===== src/hdl/pif_defs.vh =====
// Register map, field positions and reset values of the peripheral flag block
`ifndef PIF_DEFS_VH
`define PIF_DEFS_VH

// ------------------------------------------------------------
// Register byte offsets
// ------------------------------------------------------------
`define PIF_OFS_FLAGS_ONE   8'h00
`define PIF_OFS_FLAGS_TWO   8'h04
`define PIF_OFS_FLAGS_THREE 8'h08
`define PIF_OFS_EN_ONE      8'h0C
`define PIF_OFS_EN_TWO      8'h10
`define PIF_OFS_EN_THREE    8'h14
`define PIF_OFS_CORE_CTRL   8'h18
`define PIF_OFS_EVT_STATUS  8'h1C
`define PIF_OFS_EVT_MASK    8'h20

// ------------------------------------------------------------
// Flag positions, first register
// ------------------------------------------------------------
`define PIF_B1_TIMER1_GATE  7
`define PIF_B1_ADC_DONE     6
`define PIF_B1_UART_RX      5
`define PIF_B1_UART_TX      4
`define PIF_B1_SYNC_SERIAL  3
`define PIF_B1_CAPTURE1     2
`define PIF_B1_TIMER2_MATCH 1
`define PIF_B1_TIMER1_OVF   0

// ------------------------------------------------------------
// Flag positions, second and third register
// ------------------------------------------------------------
`define PIF_B2_OSC_FAIL     7
`define PIF_B2_COMPARATOR2  6
`define PIF_B2_COMPARATOR1  5
`define PIF_B2_EEPROM_DONE  4
`define PIF_B2_BUS_COLL     3
`define PIF_B2_CAPTURE2     0
`define PIF_B3_CAPTURE4     5
`define PIF_B3_CAPTURE3     4
`define PIF_B3_TIMER6_MATCH 3
`define PIF_B3_TIMER4_MATCH 1

// ------------------------------------------------------------
// Implemented and writable bit masks
// ------------------------------------------------------------
`define PIF_IMPL_ONE        8'hFF
`define PIF_WR_ONE          8'hCF
`define PIF_IMPL_TWO_SMALL  8'hB9
`define PIF_IMPL_TWO_LARGE  8'hF9
`define PIF_IMPL_THREE      8'h3A

// ------------------------------------------------------------
// Core control and event fields
// ------------------------------------------------------------
`define PIF_CC_GLOBAL_EN    7
`define PIF_CC_PERIPH_EN    6
`define PIF_CC_MASK         8'hC0
`define PIF_EVT_IRQ_RAISED  0
`define PIF_EVT_WAKE_RAISED 1
`define PIF_EVT_MASK        8'h03

// ------------------------------------------------------------
// Reset values
// ------------------------------------------------------------
`define PIF_RST_FLAGS       8'h00
`define PIF_RST_ENABLES     8'h00
`define PIF_RST_CTRL        8'h00
`define PIF_RST_DATA        32'h0000_0000

`endif


===== src/hdl/pif_flags.v =====
// Peripheral interrupt flag registers with enables and an APB slave
//
// Overview of operation
// - A flag sets on its peripheral's request whatever its enable or the global enable.
// - A flag bit reads one while its interrupt is pending and zero while it is not.
// - Register one holds timer1 gate, adc, serial, capture1, timer2 match and timer1 overflow flags.
// - The uart receive and transmit flags at bits 5 and 4 are read-only; other flags are read-write.
// - Every flag clears to zero on every reset.
// - Register two holds oscillator fail, comparator1, eeprom done, bus collision and capture2 flags.
// - The comparator2 flag at bit 6 of register two exists only on the larger variant.
// - Register three holds capture4, capture3, timer6 match and timer4 match flags.
// - Unimplemented flag bits always read as zero.
// - Timer6 and timer4 flags set when their timer matches its period value.
// - A pending flag raises periph_irq only with its own enable and the peripheral enable set; with its own enable alone it can raise irq through the wake event.
// - A flag with its enable set requests wake-up whatever the global enable.
//
// Design decisions made here: the APB interface to the registers and the placing of the registers.
`timescale 1ns/1ps
`include "pif_defs.vh"

module pif_flags #(
  parameter LARGE_VARIANT = 1
) (
  // System
  input  wire        clk_sys,
  input  wire        rstn,
  // APB slave
  input  wire        psel,
  input  wire        penable,
  input  wire        pwrite,
  input  wire [7:0]  paddr,
  input  wire [31:0] pwdata,
  output reg  [31:0] prdata,
  output reg         pready,
  output reg         pslverr,
  // Peripheral set pulses, register one
  input  wire        timer1_gate_set,
  input  wire        adc_done_set,
  input  wire        uart_rx_set,
  input  wire        uart_tx_set,
  input  wire        sync_serial_set,
  input  wire        capture1_set,
  input  wire        timer2_match_set,
  input  wire        timer1_overflow_set,
  // Uart clears, owned by the uart itself
  input  wire        uart_rx_clr,
  input  wire        uart_tx_clr,
  // Peripheral set pulses, register two
  input  wire        osc_fail_set,
  input  wire        comparator2_set,
  input  wire        comparator1_set,
  input  wire        eeprom_write_done_set,
  input  wire        bus_collision_set,
  input  wire        capture2_set,
  // Peripheral set pulses, register three
  input  wire        capture4_set,
  input  wire        capture3_set,
  input  wire        timer6_match_set,
  input  wire        timer4_match_set,
  // Requests to the core
  output reg         periph_irq,
  output reg         wake_req,
  output reg         irq
);

  // ------------------------------------------------------------
  // Implemented bit masks
  // ------------------------------------------------------------
  localparam [7:0] IMPL_TWO = (LARGE_VARIANT != 0) ?
                              `PIF_IMPL_TWO_LARGE : `PIF_IMPL_TWO_SMALL;

  // ------------------------------------------------------------
  // Functions
  // ------------------------------------------------------------
  // Write under mask, then OR in new requests so a set wins
  function [7:0] upd;
    input [7:0] cur;
    input [7:0] set;
    input [7:0] wmask;
    input [7:0] wdat;
    input       we;
    input [7:0] impl;
    reg   [7:0] kept;
    begin
      kept = we ? ((cur & ~wmask) | (wdat & wmask)) : cur;
      upd  = (kept | set) & impl;
    end
  endfunction

  function hit;
    input [7:0] a;
    input [7:0] ofs;
    begin
      hit = (a == ofs);
    end
  endfunction

  // ------------------------------------------------------------
  // Registers
  // ------------------------------------------------------------
  reg  [7:0] periph_flags_one;
  reg  [7:0] periph_flags_two;
  reg  [7:0] periph_flags_three;
  reg  [7:0] periph_en_one;
  reg  [7:0] periph_en_two;
  reg  [7:0] periph_en_three;
  reg  [7:0] core_int_control;
  reg  [7:0] evt_status;
  reg  [7:0] evt_mask;
  reg        irq_cond_q;
  reg        wake_cond_q;

  // ------------------------------------------------------------
  // Bus decode
  // ------------------------------------------------------------
  wire       access = psel & penable;
  wire       commit = access & pready;
  wire       wr     = commit & pwrite;
  wire [7:0] wd     = pwdata[7:0];
  reg        mapped;

  always @* begin
    if (hit(paddr, `PIF_OFS_FLAGS_ONE)) begin
      mapped = 1'b1;
    end else if (hit(paddr, `PIF_OFS_FLAGS_TWO)) begin
      mapped = 1'b1;
    end else if (hit(paddr, `PIF_OFS_FLAGS_THREE)) begin
      mapped = 1'b1;
    end else if (hit(paddr, `PIF_OFS_EN_ONE)) begin
      mapped = 1'b1;
    end else if (hit(paddr, `PIF_OFS_EN_TWO)) begin
      mapped = 1'b1;
    end else if (hit(paddr, `PIF_OFS_EN_THREE)) begin
      mapped = 1'b1;
    end else if (hit(paddr, `PIF_OFS_CORE_CTRL)) begin
      mapped = 1'b1;
    end else if (hit(paddr, `PIF_OFS_EVT_STATUS)) begin
      mapped = 1'b1;
    end else if (hit(paddr, `PIF_OFS_EVT_MASK)) begin
      mapped = 1'b1;
    end else begin
      mapped = 1'b0;
    end
  end

  // ------------------------------------------------------------
  // Request vectors
  // ------------------------------------------------------------
  reg [7:0] set_one;
  reg [7:0] set_two;
  reg [7:0] set_three;

  always @* begin
    set_one   = 8'h00;
    set_two   = 8'h00;
    set_three = 8'h00;
    set_one[`PIF_B1_TIMER1_GATE]  = timer1_gate_set;
    set_one[`PIF_B1_ADC_DONE]     = adc_done_set;
    set_one[`PIF_B1_UART_RX]      = uart_rx_set;
    set_one[`PIF_B1_UART_TX]      = uart_tx_set;
    set_one[`PIF_B1_SYNC_SERIAL]  = sync_serial_set;
    set_one[`PIF_B1_CAPTURE1]     = capture1_set;
    set_one[`PIF_B1_TIMER2_MATCH] = timer2_match_set;
    set_one[`PIF_B1_TIMER1_OVF]   = timer1_overflow_set;
    set_two[`PIF_B2_OSC_FAIL]     = osc_fail_set;
    set_two[`PIF_B2_COMPARATOR2]  = comparator2_set;
    set_two[`PIF_B2_COMPARATOR1]  = comparator1_set;
    set_two[`PIF_B2_EEPROM_DONE]  = eeprom_write_done_set;
    set_two[`PIF_B2_BUS_COLL]     = bus_collision_set;
    set_two[`PIF_B2_CAPTURE2]     = capture2_set;
    set_three[`PIF_B3_CAPTURE4]     = capture4_set;
    set_three[`PIF_B3_CAPTURE3]     = capture3_set;
    set_three[`PIF_B3_TIMER6_MATCH] = timer6_match_set;
    set_three[`PIF_B3_TIMER4_MATCH] = timer4_match_set;
  end

  // ------------------------------------------------------------
  // Uart flags follow their own peripheral, not software
  // ------------------------------------------------------------
  reg [7:0] uart_clr;

  always @* begin
    uart_clr = 8'h00;
    uart_clr[`PIF_B1_UART_RX] = uart_rx_clr;
    uart_clr[`PIF_B1_UART_TX] = uart_tx_clr;
  end

  // ------------------------------------------------------------
  // Next flag values
  // ------------------------------------------------------------
  wire       we_one   = wr & hit(paddr, `PIF_OFS_FLAGS_ONE);
  wire       we_two   = wr & hit(paddr, `PIF_OFS_FLAGS_TWO);
  wire       we_three = wr & hit(paddr, `PIF_OFS_FLAGS_THREE);
  wire [7:0] next_flags_one;
  wire [7:0] next_flags_two;
  wire [7:0] next_flags_three;

  // Software writes touch only writable bits; sets always win
  assign next_flags_one   = upd(periph_flags_one & ~uart_clr, set_one,
                                `PIF_WR_ONE, wd, we_one, `PIF_IMPL_ONE);
  assign next_flags_two   = upd(periph_flags_two, set_two,
                                IMPL_TWO, wd, we_two, IMPL_TWO);
  assign next_flags_three = upd(periph_flags_three, set_three,
                                `PIF_IMPL_THREE, wd, we_three,
                                `PIF_IMPL_THREE);

  // ------------------------------------------------------------
  // Interrupt and wake conditions
  // ------------------------------------------------------------
  // Enabling over a stale flag fires at once; software clears first
  wire any_pending = |(periph_flags_one & periph_en_one) |
                     |(periph_flags_two & periph_en_two) |
                     |(periph_flags_three & periph_en_three);
  wire next_irq_cond  = any_pending &
                        core_int_control[`PIF_CC_PERIPH_EN];
  wire next_wake_cond = any_pending;

  // ------------------------------------------------------------
  // Event status, W1C with set priority
  // ------------------------------------------------------------
  reg [7:0] evt_set;

  always @* begin
    evt_set = 8'h00;
    evt_set[`PIF_EVT_IRQ_RAISED]  = next_irq_cond & ~irq_cond_q;
    evt_set[`PIF_EVT_WAKE_RAISED] = next_wake_cond & ~wake_cond_q;
  end

  wire [7:0] evt_clr = (wr & hit(paddr, `PIF_OFS_EVT_STATUS)) ? wd : 8'h00;
  wire [7:0] next_evt_status = ((evt_status & ~evt_clr) | evt_set) & `PIF_EVT_MASK;

  // ------------------------------------------------------------
  // Read mux
  // ------------------------------------------------------------
  reg [7:0] rd;

  always @* begin
    if (hit(paddr, `PIF_OFS_FLAGS_ONE)) begin
      rd = periph_flags_one;
    end else if (hit(paddr, `PIF_OFS_FLAGS_TWO)) begin
      rd = periph_flags_two & IMPL_TWO;
    end else if (hit(paddr, `PIF_OFS_FLAGS_THREE)) begin
      rd = periph_flags_three & `PIF_IMPL_THREE;
    end else if (hit(paddr, `PIF_OFS_EN_ONE)) begin
      rd = periph_en_one;
    end else if (hit(paddr, `PIF_OFS_EN_TWO)) begin
      rd = periph_en_two;
    end else if (hit(paddr, `PIF_OFS_EN_THREE)) begin
      rd = periph_en_three;
    end else if (hit(paddr, `PIF_OFS_CORE_CTRL)) begin
      rd = core_int_control;
    end else if (hit(paddr, `PIF_OFS_EVT_STATUS)) begin
      rd = evt_status;
    end else if (hit(paddr, `PIF_OFS_EVT_MASK)) begin
      rd = evt_mask;
    end else begin
      rd = 8'h00;
    end
  end

  // ------------------------------------------------------------
  // APB handshake: one wait state, answer registered
  // ------------------------------------------------------------
  always @(posedge clk_sys) begin
    if (!rstn) begin
      pready  <= 1'b0;
      pslverr <= 1'b0;
      prdata  <= `PIF_RST_DATA;
    end else begin
      pready  <= access & ~pready;
      pslverr <= access & ~pready & ~mapped;
      if (access & ~pready & ~pwrite) begin
        prdata <= {24'h00_0000, rd};
      end else begin
        prdata <= `PIF_RST_DATA;
      end
    end
  end

  // ------------------------------------------------------------
  // Flag registers
  // ------------------------------------------------------------
  always @(posedge clk_sys) begin
    if (!rstn) begin
      periph_flags_one   <= `PIF_RST_FLAGS;
      periph_flags_two   <= `PIF_RST_FLAGS;
      periph_flags_three <= `PIF_RST_FLAGS;
    end else begin
      periph_flags_one   <= next_flags_one;
      periph_flags_two   <= next_flags_two;
      periph_flags_three <= next_flags_three;
    end
  end

  // ------------------------------------------------------------
  // Enable and control registers
  // ------------------------------------------------------------
  always @(posedge clk_sys) begin
    if (!rstn) begin
      periph_en_one    <= `PIF_RST_ENABLES;
      periph_en_two    <= `PIF_RST_ENABLES;
      periph_en_three  <= `PIF_RST_ENABLES;
      core_int_control <= `PIF_RST_CTRL;
      evt_mask         <= `PIF_RST_CTRL;
    end else if (wr) begin
      if (hit(paddr, `PIF_OFS_EN_ONE)) begin
        periph_en_one <= wd & `PIF_IMPL_ONE;
      end else if (hit(paddr, `PIF_OFS_EN_TWO)) begin
        periph_en_two <= wd & IMPL_TWO;
      end else if (hit(paddr, `PIF_OFS_EN_THREE)) begin
        periph_en_three <= wd & `PIF_IMPL_THREE;
      end else if (hit(paddr, `PIF_OFS_CORE_CTRL)) begin
        core_int_control <= wd & `PIF_CC_MASK;
      end else if (hit(paddr, `PIF_OFS_EVT_MASK)) begin
        evt_mask <= wd & `PIF_EVT_MASK;
      end
    end
  end

  // ------------------------------------------------------------
  // Outputs to the core
  // ------------------------------------------------------------
  // Global enable gating is the core's job; no output uses it here, and wake also ignores the peripheral enable
  always @(posedge clk_sys) begin
    if (!rstn) begin
      irq_cond_q  <= 1'b0;
      wake_cond_q <= 1'b0;
      periph_irq  <= 1'b0;
      wake_req    <= 1'b0;
      evt_status  <= `PIF_RST_CTRL;
      irq         <= 1'b0;
    end else begin
      irq_cond_q  <= next_irq_cond;
      wake_cond_q <= next_wake_cond;
      periph_irq  <= next_irq_cond;
      wake_req    <= next_wake_cond;
      evt_status  <= next_evt_status;
      irq         <= |(next_evt_status & evt_mask);
    end
  end

endmodule


===== config.mk =====
export PLATFORM = sky130hd
export DESIGN_NAME = pif_flags
export DESIGN_NICKNAME = d
export VERILOG_FILES = /design/src/hdl/pif_flags.v
export VERILOG_INCLUDE_DIRS = /design/src /design/src/hdl
export SDC_FILE = /design/constraint.sdc
export NUM_CORES = 1
export LEC_CHECK = 0
export ABC_AREA = 1
export BUFFER_PORTS_ARGS = -buffer_cell sky130_fd_sc_hd__buf_4
export CAP_MARGIN = 30
export CORE_ASPECT_RATIO = 1.2
export CORE_MARGIN = 2
export CORE_UTILIZATION = 54
export CTS_CLUSTER_SIZE = 30
export DETAILED_ROUTE_END_ITERATION = 12
export GPL_TIMING_DRIVEN = 0
export PLACE_DENSITY = 0.86
export REMOVE_ABC_BUFFERS = 1
export SYNTH_ARGS = -nofsm -noshare
export SYNTH_HDL_FRONTEND = slang
export SYNTH_SLANG_ARGS = --single-unit

===== constraint.sdc =====
create_clock -name clk_sys -period 1.85 [get_ports clk_sys]
set_input_delay 0.0925 -clock clk_sys [delete_from_list [all_inputs] [get_ports clk_sys]]
set_output_delay 0.0925 -clock clk_sys [all_outputs]
set_load 0.1 [all_outputs]

==> results.md <==
* Clock buffers created by TritonCTS at 5
* Path category of the worst min-delay check: in2reg
* Maximum number of pins on one net before global-route repair at 34
* Total number of nets in the final design at 557
* Filler Cells Inserted at 487
* Clock Pin Slew Worst Setup and Hold Paths at 0.10 ns
* Origin of the worst min-delay path: timer2_match_set
* Vias in the first global route at 2603
* Gate count after technology mapping at 423
* Diodes inserted at 0
* Final Wtd Congestion at 0.9715
* Initial antenna violation count at 0
* Detailed-router iteration count before antenna repair at 6
* Slack of the worst reg-to-reg path at 0.32 ns
* Leakage dissipation at 1.796 nW
* Critical Path Sink Type: register
* Crit Path Category: reg2reg
* Violated checks: hold timing
* Number of DRC violations after detailed routing at 0
* Syn avg cell area at 6.865 µm²
* Standard cell core area at 5225 µm²
* Most common cell after layout, fill and taps aside: sky130_fd_sc_hd__nand2_1
* Number of enable-type register cells in the synthesized netlist at 0
* Hold path cells at 3
* Hold slack at -0.001512 ns
* Clk_lat worst skew at 0.32 ns
* Reg-to-reg critical path startpoint: pready
* Total detailed-routing wirelength at 7.073 mm
* Cell at the root of the clock tree: sky130_fd_sc_hd__clkbuf_8
* Skew final at 0.01231 ns
* Endpoints failing hold at 1
* Layout overhead on the synthesized area at 20.47%
* Worst Path Arrival at 1.73 ns
* # placed instances at 532
* Half-perimeter wire length after detailed placement at 5.197 mm
* Final Setup Violations at 0
* Global-route usage over all layers at 24.24%
* Part of the cycle the worst path needs at 82.48%
* Count of yosys warnings during synthesis at 0
* Post-detailed-route count of antenna-violating nets at 0
* Area enclosed by the die boundary at 5983 µm²
* MaxCap Viol Count at 0
* Crit Path Max Fanout at 9
* Most frequent cells in the layout: sky130_fd_sc_hd__nand2_1, sky130_fd_sc_hd__dfxtp_1, sky130_fd_sc_hd__buf_4, sky130_fd_sc_hd__inv_1, sky130_fd_sc_hd__nor2_1
* Combinational family with the most area after synthesis: simple AND/OR/NAND/NOR gates
* Required time of the critical path at 2.06 ns
* Layout cells sized above 1 at 20.28%
* Xor/xnor cell area share of the yosys netlist at 0%
* Endpoint of the worst register-to-register path: core_int_control[7]
* Routed wirelength normalized by instance count at 12.74 µm
* Sequential fraction of the synthesis area at 37.91%
* Final core utilization at 66.95%
* Setup repair after global routing missed its margin: false
* Accumulated negative setup slack at 0 ns
* Power after layout at 2.341 mW
* Fraction of post-synthesis cell area in the top cell type by area at 37.91%
* Overall via count from detail_route at 2786
* Effective utilization at floorplan at 55.58%
* Residual overflow from global routing at 0
* Distinct cell type count after synthesis at 26
* Largest cells by area after synthesis: sky130_fd_sc_hd__dfxtp_1, sky130_fd_sc_hd__nand2_1, sky130_fd_sc_hd__buf_4
* Cell Area, Synth at 2904 µm²
* Total clock sinks at 55
* Maximum clock path buffer count at 2
* Floorplan die width at 70.95 µm
* Synthesized-area fraction occupied by adder cells at 0%
* Achievable clock frequency at 655.4 MHz
* Status: complete, but fails checks
* Multiplexer fraction of the synthesized cell area at 0%
* Post-synthesis share of cell area spent on and, or, nand and nor gates at 35.24%
* First-pass GRT wire length at 11.56 mm
* Crit start category: register
* Peak VDD IR at 0.0004916 V
* Predominant post-synthesis flop cell: sky130_fd_sc_hd__dfxtp_1
* Number of standard cells in the layout, taps in and fillers out at 555
* Clock tree from TritonCTS: yes
* Number of DRC markers after the initial detailed-route iteration at 152
* H-tree level count at 2
* Area fraction in compound gates after synthesis at 12.28%
* Number of instances resized during post-cts repair at 0
* Post-synth ARST share at 0%
* #FFs+latches synth at 55
* # rows at 29
* Y dimension of the die at 84.34 µm
* Hold path endpoint: periph_flags_one[1]
* Via density per instance at 5.020
* Post-synth top area cell: sky130_fd_sc_hd__dfxtp_1
* Pins over their slew limit at 0
* I/O pin total at 102
* Shortest period the worst path allows at 1.526 ns
* Power per Cell Area at 669.2 nW/µm²
* Port Buffers at 53
* Worst Reg-to-Reg Cells at 5
[worst max path at each step]
| stage | startpoint | to | slack [ns] | depth (start not counted) |
|---|---|---|---|---|
| 2_1_floorplan | pready | evt_mask[0] | -0.28 | 5 |
| 3_3_place_gp | pready | core_int_control[7] | 0.39 | 5 |
| 3_5_place_dp | pready | evt_mask[1] | 0.35 | 5 |
| 4_1_cts | pready | evt_mask[1] | 0.33 | 5 |
| 5_1_grt | pready | core_int_control[7] | 0.20 | 5 |
| 6_report | pready | core_int_control[7] | 0.32 | 5 |
[critical path, stage by stage, from the launching register on]
cell                      delay [ns]
sky130_fd_sc_hd__dfxtp_1        0.40
sky130_fd_sc_hd__nand4_4        0.29
sky130_fd_sc_hd__nor2_4         0.35
sky130_fd_sc_hd__nand2_1        0.17
sky130_fd_sc_hd__o21ai_1        0.15
sky130_fd_sc_hd__a21oi_1        0.05
[where the power goes]
part | switching, mW | internal, mW | total, mW
combinational | 0.336 | 0.111 | 0.447
sequential | 0.0239 | 1.21 | 1.24
clock | 0.392 | 0.266 | 0.657
[state kept, by name, indices dropped and copies added (netlist names), 2 cells and up]
signal              cells
periph_en_one           8
evt_mask                2
periph_flags_one        8
periph_en_three         4
periph_flags_three      4
periph_flags_two        6
prdata                  8
evt_status              2
core_int_control        2
periph_en_two           6
[stage by stage]
stage	worst slack, ns	cell area, µm²	hold WS (ns)
finish	0.3242	3498	-0.001512
global route	0.1991	3498	0.01873
CTS	0.3340	3498	0.003692
detailed placement	0.3468	3263	0.2927
global placement	0.3867	3263	0.2880
floorplan	-0.2812	2788	0.1967
[timing repair]
item,in CTS,in global routing
hold buffers,15,0
hold endpoints to repair,15,0
buffers inserted,0,0
[routing by layer]
| metal | wire length, µm | part of all wire [%] | track usage, % |
|---|---|---|---|
| met5 | 0 | 0 | 0 |
| met4 | 158 | 2.2 | 9.949 |
| met3 | 456 | 6.4 | 3.481 |
| met2 | 3505 | 50 | 41.63 |
| met1 | 2953 | 42 | 30.23 |
[cell families (layout without fill, tap and decap cells)]
family | Yosys count | in the layout
other | 1 | 24
buffers and inverters | 86 | 133
DFF | 55 | 55
AOI/OAI and AO/OA | 69 | 69
and+or+nand+nor | 212 | 212
[cells in the mapped netlist (2+ instances only)]
master and instances:
sky130_fd_sc_hd__nor2_8 4, sky130_fd_sc_hd__nor3_1 2, sky130_fd_sc_hd__nand4_1 3, sky130_fd_sc_hd__inv_2 10, sky130_fd_sc_hd__o21ai_0 9, sky130_fd_sc_hd__nand3_1 22
sky130_fd_sc_hd__clkbuf_1 4, sky130_fd_sc_hd__nor2_1 38, sky130_fd_sc_hd__dfxtp_1 55, sky130_fd_sc_hd__inv_1 46, sky130_fd_sc_hd__nor2_4 4, sky130_fd_sc_hd__nor2_2 10
sky130_fd_sc_hd__nand3_2 2, sky130_fd_sc_hd__nand2_1 118, sky130_fd_sc_hd__o21ai_1 26, sky130_fd_sc_hd__nand2_2 5, sky130_fd_sc_hd__buf_4 25, sky130_fd_sc_hd__a21oi_1 30
sky130_fd_sc_hd__o211ai_1 3
[final cells by class]
| cell class | instances | area (µm²) | share of cell area (%) |
|---|---|---|---|
| clock inverters | 2 | 12.51 | 0.3577 |
| multi-input cells | 305 | 1470 | 42.02 |
| clock buffers | 6 | 72.57 | 2.074 |
| well taps | 62 | 77.57 | 2.217 |
| flip-flops and latches | 55 | 1101 | 31.47 |
| inverters | 57 | 216.5 | 6.187 |
| repair buffers | 68 | 548.0 | 15.67 |
(Power assumes the default switching activity.)
